--- config.mk ---
export PLATFORM = sky130hd
export DESIGN_NAME = rdt_timer
export DESIGN_NICKNAME = d
export VERILOG_FILES = /design/src/rdt_channel.v /design/src/rdt_timer.v
export VERILOG_INCLUDE_DIRS = /design/src /design/src/src
export SDC_FILE = /design/constraint.sdc
export NUM_CORES = 1
export LEC_CHECK = 0
export ABC_AREA = 1
export BUFFER_PORTS_ARGS = -buffer_cell sky130_fd_sc_hd__buf_2
export CORE_MARGIN = 2
export CORE_UTILIZATION = 49
export CTS_CLUSTER_SIZE = 12
export DETAILED_ROUTE_END_ITERATION = 12
export GPL_TIMING_DRIVEN = 0
export PLACE_DENSITY = 0.78
export SKIP_LAST_GASP = 1
export SYNTH_ARGS = -nofsm -noshare
export SYNTH_HDL_FRONTEND = slang
export SYNTH_SLANG_ARGS = --single-unit
--- constraint.sdc ---
create_clock -name clk -period 1.5 [get_ports clk]
set_input_delay 0.15 -clock clk [delete_from_list [all_inputs] [get_ports clk]]
set_output_delay 0.15 -clock clk [all_outputs]
set_load 0.02 [all_outputs]
--- src/rdt_defines.vh ---
// Constants for the two-channel 16-bit reload down timer.
// Assumes inclusion by bare name from the timer sources.
`ifndef RDT_DEFINES_VH
`define RDT_DEFINES_VH

`define RDT_CNT_W        16
`define RDT_ALL_ZERO     16'h0000
`define RDT_ALL_ONES     16'hFFFF
// Prescale select codes and their periods in machine clocks
`define RDT_PRE_DIV2     2'h0
`define RDT_PRE_DIV8     2'h1
`define RDT_PRE_DIV32    2'h2
`define RDT_PRE_W        5
`define RDT_PRE_MASK2    5'h01
`define RDT_PRE_MASK8    5'h07
`define RDT_PRE_MASK32   5'h1F
// Clock source
`define RDT_CLK_INT      1'h0
`define RDT_CLK_EVENT    1'h1
// Internal clock start operation
`define RDT_OP_SOFT      2'h0
`define RDT_OP_TRIG      2'h1
`define RDT_OP_GATE      2'h2
// Edge select
`define RDT_EDGE_NONE    2'h0
`define RDT_EDGE_RISE    2'h1
`define RDT_EDGE_FALL    2'h2
`define RDT_EDGE_BOTH    2'h3
// Least external clock period in machine clocks (other party)
`define RDT_EXT_MIN_PER  8

`endif

--- src/rdt_channel.v ---
// One reload timer channel: prescaler, edge detector, 16-bit down counter.
// Assumes timer_ext_input synchronous to clk and control ports held steady by the host.
`timescale 1ns/1ps
`default_nettype none
`include "rdt_defines.vh"

module rdt_channel #(
  parameter CNT_W = `RDT_CNT_W
) (
  input  wire             clk,
  input  wire             rst_n,
  input  wire [CNT_W-1:0] reload_value,
  input  wire             count_enable,
  input  wire             soft_trigger_bit,
  input  wire             clk_source,
  input  wire [1:0]       prescale_sel,
  input  wire [1:0]       start_op,
  input  wire [1:0]       edge_sel,
  input  wire             gate_level,
  input  wire             reload_mode,
  input  wire             wave_init,
  input  wire             flag_clear,
  input  wire             irq_enable,
  input  wire             timer_ext_input,
  output reg  [CNT_W-1:0] count,
  output reg              running,
  output reg              underflow_flag,
  output wire             irq,
  output reg              underflow_pulse,
  output reg              timer_wave_output
);

  localparam ST_IDLE  = 3'b001;
  localparam ST_LOAD  = 3'b010;
  localparam ST_COUNT = 3'b100;

  reg [2:0]            state;
  reg [2:0]            next_state;
  reg [`RDT_PRE_W-1:0] pre_cnt;
  reg                  ext_prev;
  reg                  toggle;

  function edge_hit;
    input [1:0] sel;
    input       prev;
    input       cur;
    begin
      case (sel)
        `RDT_EDGE_RISE: edge_hit = ~prev & cur;
        `RDT_EDGE_FALL: edge_hit = prev & ~cur;
        `RDT_EDGE_BOTH: edge_hit = prev ^ cur;
        default:        edge_hit = 1'b0;
      endcase
    end
  endfunction

  wire ext_edge = edge_hit(edge_sel, ext_prev, timer_ext_input);

  reg [`RDT_PRE_W-1:0] pre_mask;
  always @*
  begin
    case (prescale_sel)
      `RDT_PRE_DIV8:  pre_mask = `RDT_PRE_MASK8;
      `RDT_PRE_DIV32: pre_mask = `RDT_PRE_MASK32;
      default:        pre_mask = `RDT_PRE_MASK2;
    endcase
  end

  // Software trigger starts every mode; edge start only in internal trigger op
  wire ext_start = (clk_source == `RDT_CLK_INT) && (start_op == `RDT_OP_TRIG)
                   && ext_edge;
  wire trigger   = count_enable && (soft_trigger_bit || ext_start);

  wire gate_ok   = (clk_source != `RDT_CLK_INT) || (start_op != `RDT_OP_GATE)
                   || (timer_ext_input == gate_level);
  wire pre_tick  = (pre_cnt & pre_mask) == pre_mask;
  wire step      = (clk_source == `RDT_CLK_EVENT) ? ext_edge
                   : (pre_tick && gate_ok);
  wire at_zero   = count == `RDT_ALL_ZERO;
  wire uflow     = (state == ST_COUNT) && step && at_zero;

  always @*
  begin
    next_state = state;
    case (state)
      ST_IDLE:  if (trigger) next_state = ST_LOAD;
      ST_LOAD:  next_state = ST_COUNT;
      ST_COUNT:
      begin
        if (!count_enable)
          next_state = ST_IDLE;
        else if (trigger)
          next_state = ST_LOAD;
        else if (uflow && !reload_mode)
          next_state = ST_IDLE;
      end
      default:  next_state = ST_IDLE;
    endcase
  end

  always @(posedge clk or negedge rst_n)
  begin
    if (!rst_n)
    begin
      state             <= ST_IDLE;
      count             <= `RDT_ALL_ZERO;
      pre_cnt           <= {`RDT_PRE_W{1'b0}};
      ext_prev          <= 1'b0;
      toggle            <= 1'b0;
      running           <= 1'b0;
      underflow_flag    <= 1'b0;
      underflow_pulse   <= 1'b0;
      timer_wave_output <= 1'b0;
    end
    else
    begin
      state           <= next_state;
      ext_prev        <= timer_ext_input;
      running         <= (next_state != ST_IDLE);
      underflow_pulse <= uflow;
      if (state == ST_LOAD)
        pre_cnt <= {`RDT_PRE_W{1'b0}};
      else
        pre_cnt <= pre_cnt + 1'b1;
      if (state == ST_LOAD)
        count <= reload_value;
      else if (uflow && reload_mode)
        count <= reload_value;
      else if (state == ST_COUNT && step)
        count <= count - 1'b1;
      // Set beats a clear landing in the same cycle
      if (uflow)
        underflow_flag <= 1'b1;
      else if (flag_clear)
        underflow_flag <= 1'b0;
      if (!count_enable)
        toggle <= wave_init;
      else if (uflow)
        toggle <= ~toggle;
      timer_wave_output <= reload_mode ? toggle
                           : (next_state != ST_IDLE);
    end
  end

  assign irq = underflow_flag & irq_enable;

endmodule
`default_nettype wire

--- src/rdt_timer.v ---
// Two-channel 16-bit reload down timer, control bits on plain ports.
// Assumes all inputs synchronous to clk; ext clock period >= 8 clocks.
//
// Overview of operation
// - Step from 0000 to FFFF is an underflow, after reload plus one steps.
// - Internal clock mode counts every 2, 8 or 32 machine clocks.
// - Reload mode reloads on underflow and keeps counting.
// - One-shot mode halts on underflow until triggered again.
// - Every underflow can raise an interrupt and start the I/O service.
// - Writing one to the software trigger bit starts counting.
// - Software trigger also works in external trigger and gate operation.
// - External trigger operation starts counting on the selected input edge.
// - Gate operation counts only while input holds the selected level.
// - Event count mode decrements once per selected input edge.
// - Event count supports reload and one-shot; software trigger only.
// - Reload mode output pin toggles at every underflow.
// - One-shot mode output pin is active while counting.
// - Two independent channels, each with own pins, control and interrupt.
`timescale 1ns/1ps
`default_nettype none
`include "rdt_defines.vh"

module rdt_timer #(
  parameter CNT_W = `RDT_CNT_W
) (
  input  wire             clk,
  input  wire             rst_n,
  input  wire [CNT_W-1:0] reload_value_ch0,
  input  wire             count_enable_ch0,
  input  wire             soft_trigger_bit_ch0,
  input  wire             clk_source_ch0,
  input  wire [1:0]       prescale_sel_ch0,
  input  wire [1:0]       start_op_ch0,
  input  wire [1:0]       edge_sel_ch0,
  input  wire             gate_level_ch0,
  input  wire             reload_mode_ch0,
  input  wire             wave_init_ch0,
  input  wire             flag_clear_ch0,
  input  wire             irq_enable_ch0,
  input  wire             timer_ext_input_ch0,
  output wire [CNT_W-1:0] count_ch0,
  output wire             running_ch0,
  output wire             underflow_flag_ch0,
  output wire             irq_ch0,
  output wire             intelligent_io_service_ch0,
  output wire             timer_wave_output_ch0,
  input  wire [CNT_W-1:0] reload_value_ch1,
  input  wire             count_enable_ch1,
  input  wire             soft_trigger_bit_ch1,
  input  wire             clk_source_ch1,
  input  wire [1:0]       prescale_sel_ch1,
  input  wire [1:0]       start_op_ch1,
  input  wire [1:0]       edge_sel_ch1,
  input  wire             gate_level_ch1,
  input  wire             reload_mode_ch1,
  input  wire             wave_init_ch1,
  input  wire             flag_clear_ch1,
  input  wire             irq_enable_ch1,
  input  wire             timer_ext_input_ch1,
  output wire [CNT_W-1:0] count_ch1,
  output wire             running_ch1,
  output wire             underflow_flag_ch1,
  output wire             irq_ch1,
  output wire             intelligent_io_service_ch1,
  output wire             timer_wave_output_ch1
);

  // Two independent copies share nothing but clock and reset
  rdt_channel #(.CNT_W(CNT_W)) u_ch0 (
    .clk               (clk),
    .rst_n             (rst_n),
    .reload_value      (reload_value_ch0),
    .count_enable      (count_enable_ch0),
    .soft_trigger_bit  (soft_trigger_bit_ch0),
    .clk_source        (clk_source_ch0),
    .prescale_sel      (prescale_sel_ch0),
    .start_op          (start_op_ch0),
    .edge_sel          (edge_sel_ch0),
    .gate_level        (gate_level_ch0),
    .reload_mode       (reload_mode_ch0),
    .wave_init         (wave_init_ch0),
    .flag_clear        (flag_clear_ch0),
    .irq_enable        (irq_enable_ch0),
    .timer_ext_input   (timer_ext_input_ch0),
    .count             (count_ch0),
    .running           (running_ch0),
    .underflow_flag    (underflow_flag_ch0),
    .irq               (irq_ch0),
    .underflow_pulse   (intelligent_io_service_ch0),
    .timer_wave_output (timer_wave_output_ch0)
  );

  rdt_channel #(.CNT_W(CNT_W)) u_ch1 (
    .clk               (clk),
    .rst_n             (rst_n),
    .reload_value      (reload_value_ch1),
    .count_enable      (count_enable_ch1),
    .soft_trigger_bit  (soft_trigger_bit_ch1),
    .clk_source        (clk_source_ch1),
    .prescale_sel      (prescale_sel_ch1),
    .start_op          (start_op_ch1),
    .edge_sel          (edge_sel_ch1),
    .gate_level        (gate_level_ch1),
    .reload_mode       (reload_mode_ch1),
    .wave_init         (wave_init_ch1),
    .flag_clear        (flag_clear_ch1),
    .irq_enable        (irq_enable_ch1),
    .timer_ext_input   (timer_ext_input_ch1),
    .count             (count_ch1),
    .running           (running_ch1),
    .underflow_flag    (underflow_flag_ch1),
    .irq               (irq_ch1),
    .underflow_pulse   (intelligent_io_service_ch1),
    .timer_wave_output (timer_wave_output_ch1)
  );

endmodule
`default_nettype wire

==> impl_metrics.json <==
{
  "path_max_fanout": 6,
  "worst_r2r_path_depth": 11,
  "num_vias": 4440,
  "timing.rr.start": "u_ch1.ext_prev",
  "min_path_type": "in -> reg",
  "cts_buffer_depth": 2,
  "slowest_delay_ns": 0.39,
  "yosysSeqAreaShare_pct": 37.1,
  "wire_per_inst_um": 14.6,
  "seqPwrFrac_pct": 34.7,
  "final_area_um2": 5710,
  "syn_inst": 572,
  "pwr_density_cell_nw_per_um2": 1660,
  "antenna_found_initial": 0,
  "use_met3_pct": 3.59,
  "power.total_mw": 9.48,
  "ys_ff_latch": 60,
  "clk_pin_slew_ns": 0.07,
  "cap_violations": 0,
  "grt_pass1_wl_mm": 18.5,
  "synth_nets": 648,
  "numCtsBuffers": 9,
  "htree_levels": 3,
  "core_um2": 8130,
  "status": "finished, violations left",
  "critPathBufInv": 2,
  "worstSetupPathType": "reg -> reg",
  "antennaDiodeCount": 0,
  "min_from": "reload_value_ch0[8]",
  "synth-edff-count": 0,
  "tightest_slew_ns": 0.776,
  "drt-initial-drc-count": 299,
  "fp.dieH_um": 95.0,
  "ir_drop_uv": 1150,
  "drive_gt1_share_pct": 37.3,
  "synth_largest_area_cell": "dfrtp_1",
  "fmaxAchievable_ghz": 0.549,
  "fin_setup_tns_ns": -9.88,
  "postPlaceCellArea_um2": 4790,
  "final_util_pct": 70.2,
  "dpl.hpwl_mm": 7.96,
  "leakagePower_nw": 3.02,
  "ant_nets": 0,
  "track_usage_pct": 26.2,
  "hold_depth": 3,
  "cp.required_ns": 1.78,
  "syn_area_per_cell_um2": 7.09,
  "post-route-period-util_pct": 121,
  "worstSetupEndpointType": "flip-flop",
  "synthFlopType": "dfrtp_1",
  "grtUsageMet2_pct": 42.9,
  "rrSetupSlack_ns": -0.32,
  "hold_viol": 0,
  "swShare_pct": 47.0,
  "clk_latency_ns": 0.34,
  "syn_area_um2": 4060,
  "yosysTopAreaCellShare_pct": 35.8,
  "route.detailed.drc": 0,
  "violations": "negative setup slack",
  "clkPwrFrac_pct": 16.1,
  "fin_nets": 798,
  "cts.sinks": 60,
  "start_util_pct": 49.9,
  "synth_cell_types": 28,
  "path_cells": "ha_1, nand2_1, nand3_2, nand3_2, nand2_4, inv_4, nand4_4, nand2_8, buf_8, nand2_1, nand3_1",
  "skew_ns": 0.00765,
  "synth_area_leaders": "dfrtp_1 36%, nand2_1 15%, inv_1 7.0%",
  "slew_violations": 0,
  "cts_tree": "done",
  "ys_warn_count": 0,
  "setup_viol": 47,
  "ys_top_cells_by_count": "165 x nand2_1, 76 x inv_1, 58 x dfrtp_1, 58 x nor2_1, 55 x nand3_1",
  "drt-pass1-iter-count": 5,
  "cp_slowest_cell": "dfrtp_1",
  "switching_power_mw": 4.45,
  "power.internal_mw": 5.02,
  "pwr-share-comb_pct": 49.2,
  "start_kind": "flip-flop",
  "port_buffers": 105,
  "timing.slew.headroom_pct": 48.2,
  "stdcell_count": 832,
  "arrival_ns": 2.10,
  "grt_pass1_vias": 4039,
  "period_minus_slack_ns": 1.82,
  "met1_usage_pct": 35.0,
  "dp.cells": 782,
  "grt-ovfl-total": 0,
  "grt_max_degree": 61,
  "die_area_um2": 9020,
  "dp_slack_ns": -0.339,
  "fin_ws_ns": -0.321,
  "holdWs_ns": 0.00378,
  "cts_root_buf": "clkbuf_8",
  "yosysMostFrequentCell": "nand2_1",
  "area_growth_pct": 40.7,
  "whs_endpoint": "u_ch0.count[8]",
  "drt_wl_total_mm": 12.1,
  "die_x_um": 95.0,
  "avgViaCountPerCell": 5.34,
  "synthArstFlopShare_pct": 100,
  "reg2reg_to": "u_ch1.count[9]",
  "busiest_layer": "met2",
  "routabilityCongestion": 0.985,
  "io_pins": 106,
  "cpLargestDelayFamily": "simple AND/OR/NAND/NOR gates",
  "core.rowCount": 33,
  "rsz0062_at_grt": "true"
}
[layer usage]
layer | vias to the layer above | wire (um)
met5 | - | 0
met1 | 2114 | 5230
met4 | 0 | 300
met3 | 28 | 653
li1 | 2147 | -
met2 | 151 | 5970
[sequential cells by signal (all words and copies together) (netlist names), 3 cells and up]
register and count:
u_ch0.count 16, u_ch0.pre_cnt 5, u_ch0.state 3, u_ch1.count 16, u_ch1.pre_cnt 5, u_ch1.state 3
[worst max path at each step]
| stage | startpoint | to | slack, ns | depth (start not counted) |
|---|---|---|---|---|
| 3_3_place_gp | u_ch1.ext_prev | u_ch1.count[9] | -0.29 | 11 |
| 3_5_place_dp | u_ch1.ext_prev | u_ch1.count[9] | -0.34 | 11 |
| 6_report | u_ch1.ext_prev | u_ch1.count[9] | -0.32 | 11 |
| 5_1_grt | u_ch1.ext_prev | u_ch1.count[14] | -0.40 | 11 |
| 2_1_floorplan | u_ch0.count[7] | u_ch0.count[12] | -0.11 | 11 |
| 4_1_cts | u_ch1.ext_prev | u_ch1.count[9] | -0.29 | 11 |
[worst min-delay path, cell delays in order]
cell and delay (ns):
buf_2 0.08, nand2_2 0.04, nand3_2 0.04
[repair_timing]
action | CTS | global route
pin swaps | 26 | 28
gates cloned | 2 | 2
hold buffers | 3 | 2
gates resized for setup | 63 | 51
setup endpoints to repair | 50 | 49
setup buffers | 18 | 10
endpoints found under the hold margin | 4 | 59
[logic make-up (layout without fill, tap and decap cells)]
logic type | after synthesis | after routing | share of synthesized area (%)
flip-flops | 60 | 60 | 37.1
buffers and inverters | 92 | 246 | 9.22
AND/OR/NAND/NOR | 352 | 353 | 39.7
adder cells (fa/ha/maj) | 12 | 12 | 3.70
XOR/XNOR | 33 | 33 | 7.13
AO/OA/AOI/OAI | 23 | 23 | 3.18
[final cells by class]
cell class / instances / area, um^2
clock inverter: 4 / 47.5
buffer: 13 / 129
clock buffer: 12 / 155
fill: 670 / 2430
multi-input combinational: 421 / 2530
tap: 105 / 131
inverter: 79 / 309
timing repair buffer: 138 / 890
sequential: 60 / 1520
[power by group through the flow]
stage          clock [mW]  sequential [mW]  combinational [mW]
6_report             1.53             3.29                4.66
5_1_grt              1.61             3.38                5.11
4_1_cts              1.54             3.22                4.24
3_5_place_dp            0             3.23                3.98
3_3_place_gp            0             3.21                3.88
2_1_floorplan           0             3.64                2.29
[placed cells by master, fill, tap and decap left out, drive strengths merged]
cell           n
ha            12
dfstp          2
clkbuf        17
o21ai          9
clkinvlp       1
xnor2          9
a21oi         10
a21o           2
nand2        170
nand3         56
dfrtp         58
bufinv         1
o21a           2
nor3          19
buf          141
nand4         43
or2            2
inv           79
xor2          24
nor2          63
clkinv         2
dlygate4sd3    5
(Power assumes the default switching activity.)
